`src/asbsr_pkg.sv`:
```
// Package of constants and types for the ALU status and bank select register block.
package asbsr_pkg;

  // ==========================================================================
  // Register map
  // ==========================================================================
  localparam logic [8:0] ASBSR_STATUS_OFS     = 9'h003;
  localparam logic [6:0] ASBSR_STATUS_LOW_OFS = 7'h03;
  localparam logic [8:0] ASBSR_IRQ_STAT_OFS   = 9'h00C;
  localparam logic [8:0] ASBSR_IRQ_CLR_OFS    = 9'h00D;
  localparam logic [8:0] ASBSR_IRQ_EN_OFS     = 9'h00E;

  // ==========================================================================
  // Field positions
  // ==========================================================================
  localparam int ASBSR_CARRY_BIT   = 0;
  localparam int ASBSR_DC_BIT      = 1;
  localparam int ASBSR_ZERO_BIT    = 2;
  localparam int ASBSR_PD_BIT      = 3;
  localparam int ASBSR_TO_BIT      = 4;
  localparam int ASBSR_RP_LO_BIT   = 5;
  localparam int ASBSR_RP_HI_BIT   = 6;
  localparam int ASBSR_IRP_BIT     = 7;
  localparam int ASBSR_BANK_BYTES  = 128;
  localparam int ASBSR_NIBBLE_BITS = 4;

  // ==========================================================================
  // Reset values
  // ==========================================================================
  localparam logic [2:0] ASBSR_BANK_RST  = 3'h0;
  localparam logic       ASBSR_TO_RST    = 1'b1;
  localparam logic       ASBSR_PD_RST    = 1'b1;
  localparam logic [2:0] ASBSR_ARITH_RST = 3'h0;
  localparam logic [3:0] ASBSR_IRQ_RST   = 4'h0;

  // ==========================================================================
  // Operations
  // ==========================================================================
  typedef enum logic [3:0]
  {
    ASBSR_OP_NONE  = 4'h0,
    ASBSR_OP_ADD   = 4'h1,
    ASBSR_OP_SUB   = 4'h2,
    ASBSR_OP_LOGIC = 4'h3,
    ASBSR_OP_RRC   = 4'h4,
    ASBSR_OP_RLC   = 4'h5
  } asbsr_op_t;

  // Interrupt status bit positions.
  localparam int ASBSR_IRQ_TIMEOUT = 0;
  localparam int ASBSR_IRQ_SLEEP   = 1;
  localparam int ASBSR_IRQ_CLRWD   = 2;
  localparam int ASBSR_IRQ_ZERO    = 3;

endpackage

```
`src/asbsr_flag_alu.sv`:
```
// Flag computation for add, subtract, logic and rotate-through-carry operations.
`timescale 1ns/1ns
module asbsr_flag_alu
  import asbsr_pkg::*;
(
  // Operation and operands
  input  wire logic [3:0] i_op,
  input  wire logic [7:0] i_opa,
  input  wire logic [7:0] i_opb,
  input  wire logic       i_carry_in,
  // Results
  output logic [7:0]      o_result,
  output logic            o_zero,
  output logic            o_dc,
  output logic            o_carry,
  output logic            o_sets_zero,
  output logic            o_sets_dc_c,
  output logic            o_sets_c_only
);

  logic [8:0] sum;
  logic [4:0] nib;
  logic [7:0] opb_eff;
  logic       cin;

  // Subtraction adds the two's complement so carry reads as inverted borrow.
  always_comb
  begin
    opb_eff = (i_op == ASBSR_OP_SUB) ? ~i_opb : i_opb;
    cin     = (i_op == ASBSR_OP_SUB);
    sum     = {1'b0, i_opa} + {1'b0, opb_eff} + {8'h00, cin};
    nib     = {1'b0, i_opa[3:0]} + {1'b0, opb_eff[3:0]} + {4'h0, cin};
  end

  always_comb
  begin
    o_result      = 8'h00;
    o_dc          = 1'b0;
    o_carry       = 1'b0;
    o_sets_zero   = 1'b0;
    o_sets_dc_c   = 1'b0;
    o_sets_c_only = 1'b0;
    unique case (i_op)
      ASBSR_OP_ADD, ASBSR_OP_SUB:
      begin
        o_result    = sum[7:0];
        o_dc        = nib[ASBSR_NIBBLE_BITS];
        o_carry     = sum[8];
        o_sets_zero = 1'b1;
        o_sets_dc_c = 1'b1;
      end
      ASBSR_OP_LOGIC:
      begin
        o_result    = i_opa;
        o_sets_zero = 1'b1;
      end
      ASBSR_OP_RRC:
      begin
        o_result      = {i_carry_in, i_opa[7:1]};
        o_carry       = i_opa[0];
        o_sets_c_only = 1'b1;
      end
      ASBSR_OP_RLC:
      begin
        o_result      = {i_opa[6:0], i_carry_in};
        o_carry       = i_opa[7];
        o_sets_c_only = 1'b1;
      end
      default:
      begin
        o_result = i_opa;
      end
    endcase
    o_zero = (o_result == 8'h00);
  end

endmodule

```
`src/asbsr_top.sv`:
```
// Status register with flags, reset-status bits, bank selects and event interrupt.
`timescale 1ns/1ns

// Overview of operation
// - Any instruction may write the status register as an ordinary data register.
// - A flag-affecting instruction writing here has the write to zero, digit carry and carry blocked; only the flags it affects change.
// - Software writes never change the time-out and power-down flags.
// - Clearing the register zeros the bank bits, sets zero, and keeps the other bits.
// - The register answers at the same low offset in each of the four banks.
// - Bits 6:5 select one of four 128-byte banks for direct addressing.
// - Time-out is set on power-up, watchdog clear and sleep, cleared by a watchdog time-out.
// - Power-down is set on power-up and watchdog clear, cleared by sleep.
// - Zero is set when an add, subtract or logic result is zero and cleared otherwise.
// - Digit carry holds the carry out of the fourth low bit for add and subtract.
// - Carry holds the top carry; for subtract both carries are inverted borrows.
module asbsr_top
  import asbsr_pkg::*;
(
  // Clock and reset
  input  wire logic       i_ref_clk,
  input  wire logic       i_rstn,
  // Register port
  input  wire logic [8:0] i_addr,
  input  wire logic [7:0] i_wdata,
  input  wire logic       i_wr,
  input  wire logic       i_rd,
  output logic [7:0]      o_rdata,
  // Instruction execution
  input  wire logic [3:0] i_op,
  input  wire logic [7:0] i_opa,
  input  wire logic [7:0] i_opb,
  input  wire logic       i_clear_register_instr,
  input  wire logic       i_watchdog_clear_instr,
  input  wire logic       i_sleep_instr,
  input  wire logic       i_watchdog_timer_timeout,
  output logic [7:0]      o_alu_result,
  // Addressing outputs
  input  wire logic [6:0] i_direct_offset,
  input  wire logic [7:0] i_indirect_ptr,
  output logic [8:0]      o_direct_addr,
  output logic [8:0]      o_indirect_addr,
  output logic [1:0]      o_direct_bank_select,
  output logic            o_indirect_bank_select,
  // Flags and interrupt
  output logic [7:0]      o_status,
  output logic            o_irq
);

  // ==========================================================================
  // Register state
  // ==========================================================================
  logic [1:0] direct_bank_select_q;
  logic       indirect_bank_select_q;
  logic       watchdog_timeout_flag_q;
  logic       power_down_flag_q;
  logic       zero_flag_q;
  logic       digit_carry_flag_q;
  logic       carry_flag_q;
  logic [3:0] irq_stat_q;
  logic [3:0] irq_en_q;
  logic [7:0] rdata_q;
  logic [7:0] alu_result_q;

  logic [7:0] status_now;
  logic [7:0] alu_res;
  logic       alu_zero;
  logic       alu_dc;
  logic       alu_c;
  logic       sets_zero;
  logic       sets_dc_c;
  logic       sets_c_only;
  logic       status_hit;
  logic       sw_wr;
  logic       prot_arith;
  logic [7:0] wr_value;
  logic [3:0] irq_evt;

  asbsr_flag_alu u_flag_alu
  (
    .i_op          (i_op),
    .i_opa         (i_opa),
    .i_opb         (i_opb),
    .i_carry_in    (carry_flag_q),
    .o_result      (alu_res),
    .o_zero        (alu_zero),
    .o_dc          (alu_dc),
    .o_carry       (alu_c),
    .o_sets_zero   (sets_zero),
    .o_sets_dc_c   (sets_dc_c),
    .o_sets_c_only (sets_c_only)
  );

  // ==========================================================================
  // Decode
  // ==========================================================================
  assign status_now = {indirect_bank_select_q, direct_bank_select_q, watchdog_timeout_flag_q,
                       power_down_flag_q, zero_flag_q, digit_carry_flag_q, carry_flag_q};

  // Only the low seven bits are compared so every bank reaches the same register.
  assign status_hit = (i_addr[6:0] == ASBSR_STATUS_LOW_OFS);
  assign sw_wr      = i_wr && status_hit;
  // A clear instruction behaves as a flag-affecting write of zero.
  assign prot_arith = sets_zero || sets_c_only || i_clear_register_instr;
  assign wr_value   = i_clear_register_instr ? 8'h00 : i_wdata;

  // ==========================================================================
  // Bank select bits
  // ==========================================================================
  always_ff @(posedge i_ref_clk or negedge i_rstn)
  begin
    if (!i_rstn)
    begin
      direct_bank_select_q   <= ASBSR_BANK_RST[1:0];
      indirect_bank_select_q <= ASBSR_BANK_RST[2];
    end
    else if (sw_wr)
    begin
      direct_bank_select_q   <= wr_value[ASBSR_RP_HI_BIT:ASBSR_RP_LO_BIT];
      indirect_bank_select_q <= wr_value[ASBSR_IRP_BIT];
    end
  end

  // ==========================================================================
  // Reset-status flags, hardware only
  // ==========================================================================
  // Software writes are not looked at here at all, so they can never alter these bits.
  // A time-out in the same cycle as a watchdog clear or sleep leaves the flag cleared.
  always_ff @(posedge i_ref_clk or negedge i_rstn)
  begin
    if (!i_rstn)
    begin
      watchdog_timeout_flag_q <= ASBSR_TO_RST;
    end
    else if (i_watchdog_timer_timeout)
    begin
      watchdog_timeout_flag_q <= 1'b0;
    end
    else if (i_watchdog_clear_instr || i_sleep_instr)
    begin
      watchdog_timeout_flag_q <= 1'b1;
    end
  end

  // Sleep wins over a watchdog clear in the same cycle, so the part reads as powered down.
  always_ff @(posedge i_ref_clk or negedge i_rstn)
  begin
    if (!i_rstn)
    begin
      power_down_flag_q <= ASBSR_PD_RST;
    end
    else if (i_sleep_instr)
    begin
      power_down_flag_q <= 1'b0;
    end
    else if (i_watchdog_clear_instr)
    begin
      power_down_flag_q <= 1'b1;
    end
  end

  // ==========================================================================
  // Arithmetic flags
  // ==========================================================================
  // The arithmetic flags are undefined after power-up; zero is used so simulation stays clean.
  always_ff @(posedge i_ref_clk or negedge i_rstn)
  begin
    if (!i_rstn)
    begin
      zero_flag_q <= ASBSR_ARITH_RST[ASBSR_ZERO_BIT];
    end
    else if (i_clear_register_instr && sw_wr)
    begin
      zero_flag_q <= 1'b1;
    end
    else if (sets_zero)
    begin
      zero_flag_q <= alu_zero;
    end
    else if (sw_wr && !prot_arith)
    begin
      zero_flag_q <= wr_value[ASBSR_ZERO_BIT];
    end
  end

  always_ff @(posedge i_ref_clk or negedge i_rstn)
  begin
    if (!i_rstn)
    begin
      digit_carry_flag_q <= ASBSR_ARITH_RST[ASBSR_DC_BIT];
    end
    else if (sets_dc_c)
    begin
      digit_carry_flag_q <= alu_dc;
    end
    else if (sw_wr && !prot_arith)
    begin
      digit_carry_flag_q <= wr_value[ASBSR_DC_BIT];
    end
  end

  // Rotates feed the old carry into the shifted value before this flag takes the new one.
  always_ff @(posedge i_ref_clk or negedge i_rstn)
  begin
    if (!i_rstn)
    begin
      carry_flag_q <= ASBSR_ARITH_RST[ASBSR_CARRY_BIT];
    end
    else if (sets_dc_c || sets_c_only)
    begin
      carry_flag_q <= alu_c;
    end
    else if (sw_wr && !prot_arith)
    begin
      carry_flag_q <= wr_value[ASBSR_CARRY_BIT];
    end
  end

  always_ff @(posedge i_ref_clk or negedge i_rstn)
  begin
    if (!i_rstn)
    begin
      alu_result_q <= 8'h00;
    end
    else
    begin
      alu_result_q <= alu_res;
    end
  end

  // ==========================================================================
  // Event interrupt
  // ==========================================================================
  assign irq_evt = {sets_zero && alu_zero, i_watchdog_clear_instr, i_sleep_instr,
                    i_watchdog_timer_timeout};

  // A new event in the clearing cycle keeps its bit set.
  always_ff @(posedge i_ref_clk or negedge i_rstn)
  begin
    if (!i_rstn)
    begin
      irq_stat_q <= ASBSR_IRQ_RST;
    end
    else if (i_wr && i_addr == ASBSR_IRQ_CLR_OFS)
    begin
      irq_stat_q <= (irq_stat_q & ~i_wdata[3:0]) | irq_evt;
    end
    else
    begin
      irq_stat_q <= irq_stat_q | irq_evt;
    end
  end

  always_ff @(posedge i_ref_clk or negedge i_rstn)
  begin
    if (!i_rstn)
    begin
      irq_en_q <= ASBSR_IRQ_RST;
    end
    else if (i_wr && i_addr == ASBSR_IRQ_EN_OFS)
    begin
      irq_en_q <= i_wdata[3:0];
    end
  end

  // ==========================================================================
  // Read port
  // ==========================================================================
  always_ff @(posedge i_ref_clk or negedge i_rstn)
  begin
    if (!i_rstn)
      rdata_q <= 8'h00;
    else if (i_rd)
    begin
      if (status_hit)
        rdata_q <= status_now;
      else if (i_addr == ASBSR_IRQ_STAT_OFS)
        rdata_q <= {4'h0, irq_stat_q};
      else if (i_addr == ASBSR_IRQ_EN_OFS)
        rdata_q <= {4'h0, irq_en_q};
      else
        rdata_q <= 8'h00;
    end
    else
      rdata_q <= 8'h00;
  end

  // ==========================================================================
  // Outputs
  // ==========================================================================
  assign o_rdata                = rdata_q;
  assign o_status               = status_now;
  assign o_alu_result           = alu_result_q;
  assign o_direct_bank_select   = direct_bank_select_q;
  assign o_indirect_bank_select = indirect_bank_select_q;
  assign o_direct_addr          = {direct_bank_select_q, i_direct_offset};
  assign o_indirect_addr        = {indirect_bank_select_q, i_indirect_ptr};
  assign o_irq                  = |(irq_stat_q & irq_en_q);

endmodule
```
`config.mk`:
```
export PLATFORM = sky130hd
export DESIGN_NAME = asbsr_top
export DESIGN_NICKNAME = d
export VERILOG_FILES = /design/src/asbsr_pkg.sv /design/src/asbsr_flag_alu.sv /design/src/asbsr_top.sv
export SDC_FILE = /design/constraint.sdc
export NUM_CORES = 1
export LEC_CHECK = 0
export ABC_AREA = 1
export BUFFER_PORTS_ARGS = -buffer_cell sky130_fd_sc_hd__clkbuf_2
export CORE_MARGIN = 4
export CORE_UTILIZATION = 43
export DETAILED_ROUTE_END_ITERATION = 6
export GPL_TIMING_DRIVEN = 0
export PLACE_DENSITY_LB_ADDON = 0.25
export SLEW_MARGIN = 20
export SYNTH_ARGS = -nofsm -noshare
export SYNTH_HDL_FRONTEND = slang
export SYNTH_SLANG_ARGS = --single-unit
```
`constraint.sdc`:
```
create_clock -name i_ref_clk -period 1.2 [get_ports i_ref_clk]
set_input_delay 0.18 -clock i_ref_clk [delete_from_list [all_inputs] [get_ports i_ref_clk]]
set_output_delay 0.18 -clock i_ref_clk [all_outputs]
set_load 0.01 [all_outputs]
```
==> results by group <==
Status
  • Status: finished with violations
  • Violated checks: setup timing

Timing
  • # setup viols final: 11
  • F_max: a little over 500 MHz
  • Tcrit/Tclk final: 166%
  • Rel. slew slack: 50.0%
  • Unrepaired setup endpoints after global routing: yes
  • Minimum clock period: ~2000 ps
  • Skew final: around 5.6 ps
  • Final WS setup: -787 ps
  • Worst-Margin Slew: approximately 750 ps
  • Max-slew violation count: 0
  • Fin. Hold Viols: 0
  • Setup_tns: -5390 ps

Cells and area
  • Diode count: 0
  • Commonest non-fill, non-tap cell in the layout: clkbuf_2
  • Post-layout instance count excluding filler cells: 508
  • Final net count: 508
  • FILL cells: 481
  • Layout cells sized above 1: approximately 47%
  • Area Overhead vs Synth: 45.1%
  • Most frequent cells in the layout: clkbuf_2 (86), nand2_1 (50), inv_1 (48)

Place
  • Port-buffer cells: 89
  • Dpl hpwl: just under 5 mm
  • Global placement routability congestion: approximately 0.86
  • DP Cell Count: 481

Pwr
  • Pwr Density: ~900 nW/um^2
  • Peak supply drop: between 0.0004 and 0.0005 V
  • Power consumption: slightly above 3 mW
  • Lkg Pwr: ~1.9 nW

Logic synthesis
  • Synthesized netlist cell count: around 320
  • Async S/R FF share, synth: 100%
  • Avg Synthesized Cell Area: approximately 7.3 sq um
  • Number of synthesized flops with an enable pin: 0
  • Mapped Area: ~2400 sq um
  • Synth unique cells: 35
  • Flops & latches, synth: 32
  • Top FF cell, synth: dfrtp_1
  • Syn. warnings: 0
  • Post-synthesis net count: 392
  • Register area share after synthesis: roughly a third

Worst hold path
  • HP Class: in2reg

Floorplanning
  • Floorplan die width: slightly above 80 um
  • Starting Density: between 40% and 50%
  • Die height: a little over 80 um
  • Placement row count: 26
  • IO Pins: roughly 110
  • Core ar.: around 5200 sq um
  • Die ar.: around 6700 sq um

Critical path
  • Nature of the critical path endpoint: register
  • Critical path required time: ~1400 ps
  • CP Launch Type: primary input
  • Worst EP arrival: between 2000 and 2500 ps
  • Critical path fanouts, max: 3
  • Critical path class: in2reg

Global route
  • Vias in the first global route: 2340
  • Grt total ovfl: 0
  • GRT Total Usage: between 10% and 20%
  • First-pass GRT wire length: approximately 10 mm
  • Largest net degree at the start of global routing: 33
  • Initial antenna violation count: 0

CTS
  • Clock Root Buffer: clkbuf_8
  • Worst-path clk slew: 60 ps
  • Total CTS buffers: 5
  • Deepest clock path buffer count: 2
  • CTS tree: done
  • H-tree Lvls: 2
  • Clock Sinks: 32
  • Clock Latency Late Sink: around 280 ps

Route
  • Wire per inst: between 10 and 15 um
  • Vias/cell: between 4 and 5
  • Remaining DRCs: 0
  • DRT Pass-1 Iters: 4
  • Final WL: between 6 and 7 mm
  • Vias: approximately 2400
  • Initial DRC Count: 95
  • Antenna viol nets, final: 0

Job
  • Max cap viols: 0
[registers in the layout, indices dropped and copies added (netlist names), 2 cells and up]
name	count
irq_en_q	4
irq_stat_q	4
o_alu_result	8
o_rdata	8
o_direct_bank_select	2
[path summary, 6_finish.rpt]
| check | start | to | slack, ps | cells past startpoint |
|---|---|---|---|---|
| max in group asynchronous | i_rstn | o_rdata[4]$_DFF_PN0_ | 220 | 2 |
| worst max register to register | carry_flag_q$_DFFE_PN0P_ | zero_flag_q$_DFFE_PN0P_ | -230 | 11 |
| min in group asynchronous | i_rstn | o_rdata[2]$_DFF_PN0_ | 510 | 2 |
| worst max-delay path | i_op[3] | zero_flag_q$_DFFE_PN0P_ | -790 | 19 |
| worst min register to register | watchdog_timeout_flag_q$_DFFE_PN1P_ | watchdog_timeout_flag_q$_DFFE_PN1P_ | 500 | 2 |
| worst min-delay path | i_sleep_instr | power_down_flag_q$_DFFE_PN1P_ | 30 | 2 |
[power by group]
part | internal (mW) | total [mW] | switching [mW]
Sequential | 1.16 | 1.22 | 0.0553
Clock | 0.393 | 0.745 | 0.352
Combinational | 0.535 | 1.12 | 0.583
Total | 2.09 | 3.08 | 0.990
[synth_stat cells, types with 2 or more instances]
| master | count | area share (%) |
|---|---|---|
| a21oi_1 | 10 | 2.1 |
| o22ai_1 | 2 | 0.53 |
| buf_4 | 26 | 8.3 |
| dfrtp_1 | 30 | 32 |
| dfstp_2 | 2 | 2.2 |
| nor2_1 | 29 | 4.6 |
| nand2_1 | 64 | 10 |
| nor2_4 | 2 | 0.95 |
| inv_2 | 3 | 0.48 |
| nand4_1 | 5 | 1.3 |
| a31oi_1 | 3 | 0.79 |
| or2_2 | 2 | 0.53 |
| ha_1 | 9 | 4.8 |
| inv_1 | 53 | 8.4 |
| o21ai_0 | 22 | 4.7 |
| o211ai_1 | 4 | 1.3 |
| nand3_1 | 29 | 6.1 |
| nand2_4 | 2 | 0.95 |
| nand3_2 | 2 | 0.85 |
| xnor2_1 | 6 | 2.2 |
| nand2_2 | 3 | 0.79 |
[routing by layer]
layer  wire [um]  global-route usage, %  vias up
met2        3230                   34.7       87
met5           0                      0        -
met1        2490                   22.4     1101
li1            -                      -     1238
met4          91                   6.98        0
met3         404                   2.60        8
[kinds of logic after synthesis]
kind of cell             count (synthesis)  share of synthesized area (%)
AND/OR/NAND/NOR                        146                           30.0
flip-flops                              32                           34.0
XOR/XNOR                                 7                           2.60
AO/OA/AOI/OAI                           44                           10.4
adder cells (fa/ha/maj)                 10                           5.61
buffers and inverters                   83                           17.4
[timing repair]
action | 4_1_cts | 5_1_grt
buffers inserted | 15 | 7
endpoints found under the hold margin | 30 | 0
setup endpoints to repair | 12 | 18
pin swaps | 24 | 12
gates resized for setup | 15 | 39
hold buffers | 1 | 0
[worst max-delay path, stage by stage]
cell	delay [ps]
clkbuf_16	130
nor2_4	150
nand3_1	130
nand2_2	110
inv_1	60
fa_2	380
inv_4	90
nand3_4	90
nand2_2	80
nand2_1	50
nand3_1	70
nand3_2	80
nor2_1	90
nand2_1	60
nor2_2	100
nand3_2	110
nor2_1	100
nor2_1	40
nor2_1	90
[metrics by stage]
step	cell area (sq um)	hold slack, ps	utilization [%]	worst slack, ps
after CTS	3190	22.6	61.3	-755
after floorplan	2410	-116	-	-717
final	3430	31.9	65.8	-787
after detailed placement	2950	284	56.6	-1180
after global routing	3430	29.1	65.8	-981
after global placement	2950	287	56.6	-1160
[final cells by class]
class / instances / area, sq um / area share (%)
multi-input combinational: 207 / 1400 / 40.8
tap: 70 / 87.6 / 2.56
sequential: 32 / 803 / 23.4
buffer: 25 / 188 / 5.48
inverter: 57 / 221 / 6.46
timing repair buffer: 110 / 652 / 19.0
clock inverter: 1 / 5.00 / 0.146
clock buffer: 6 / 72.6 / 2.12
(Power assumes the default switching activity.)
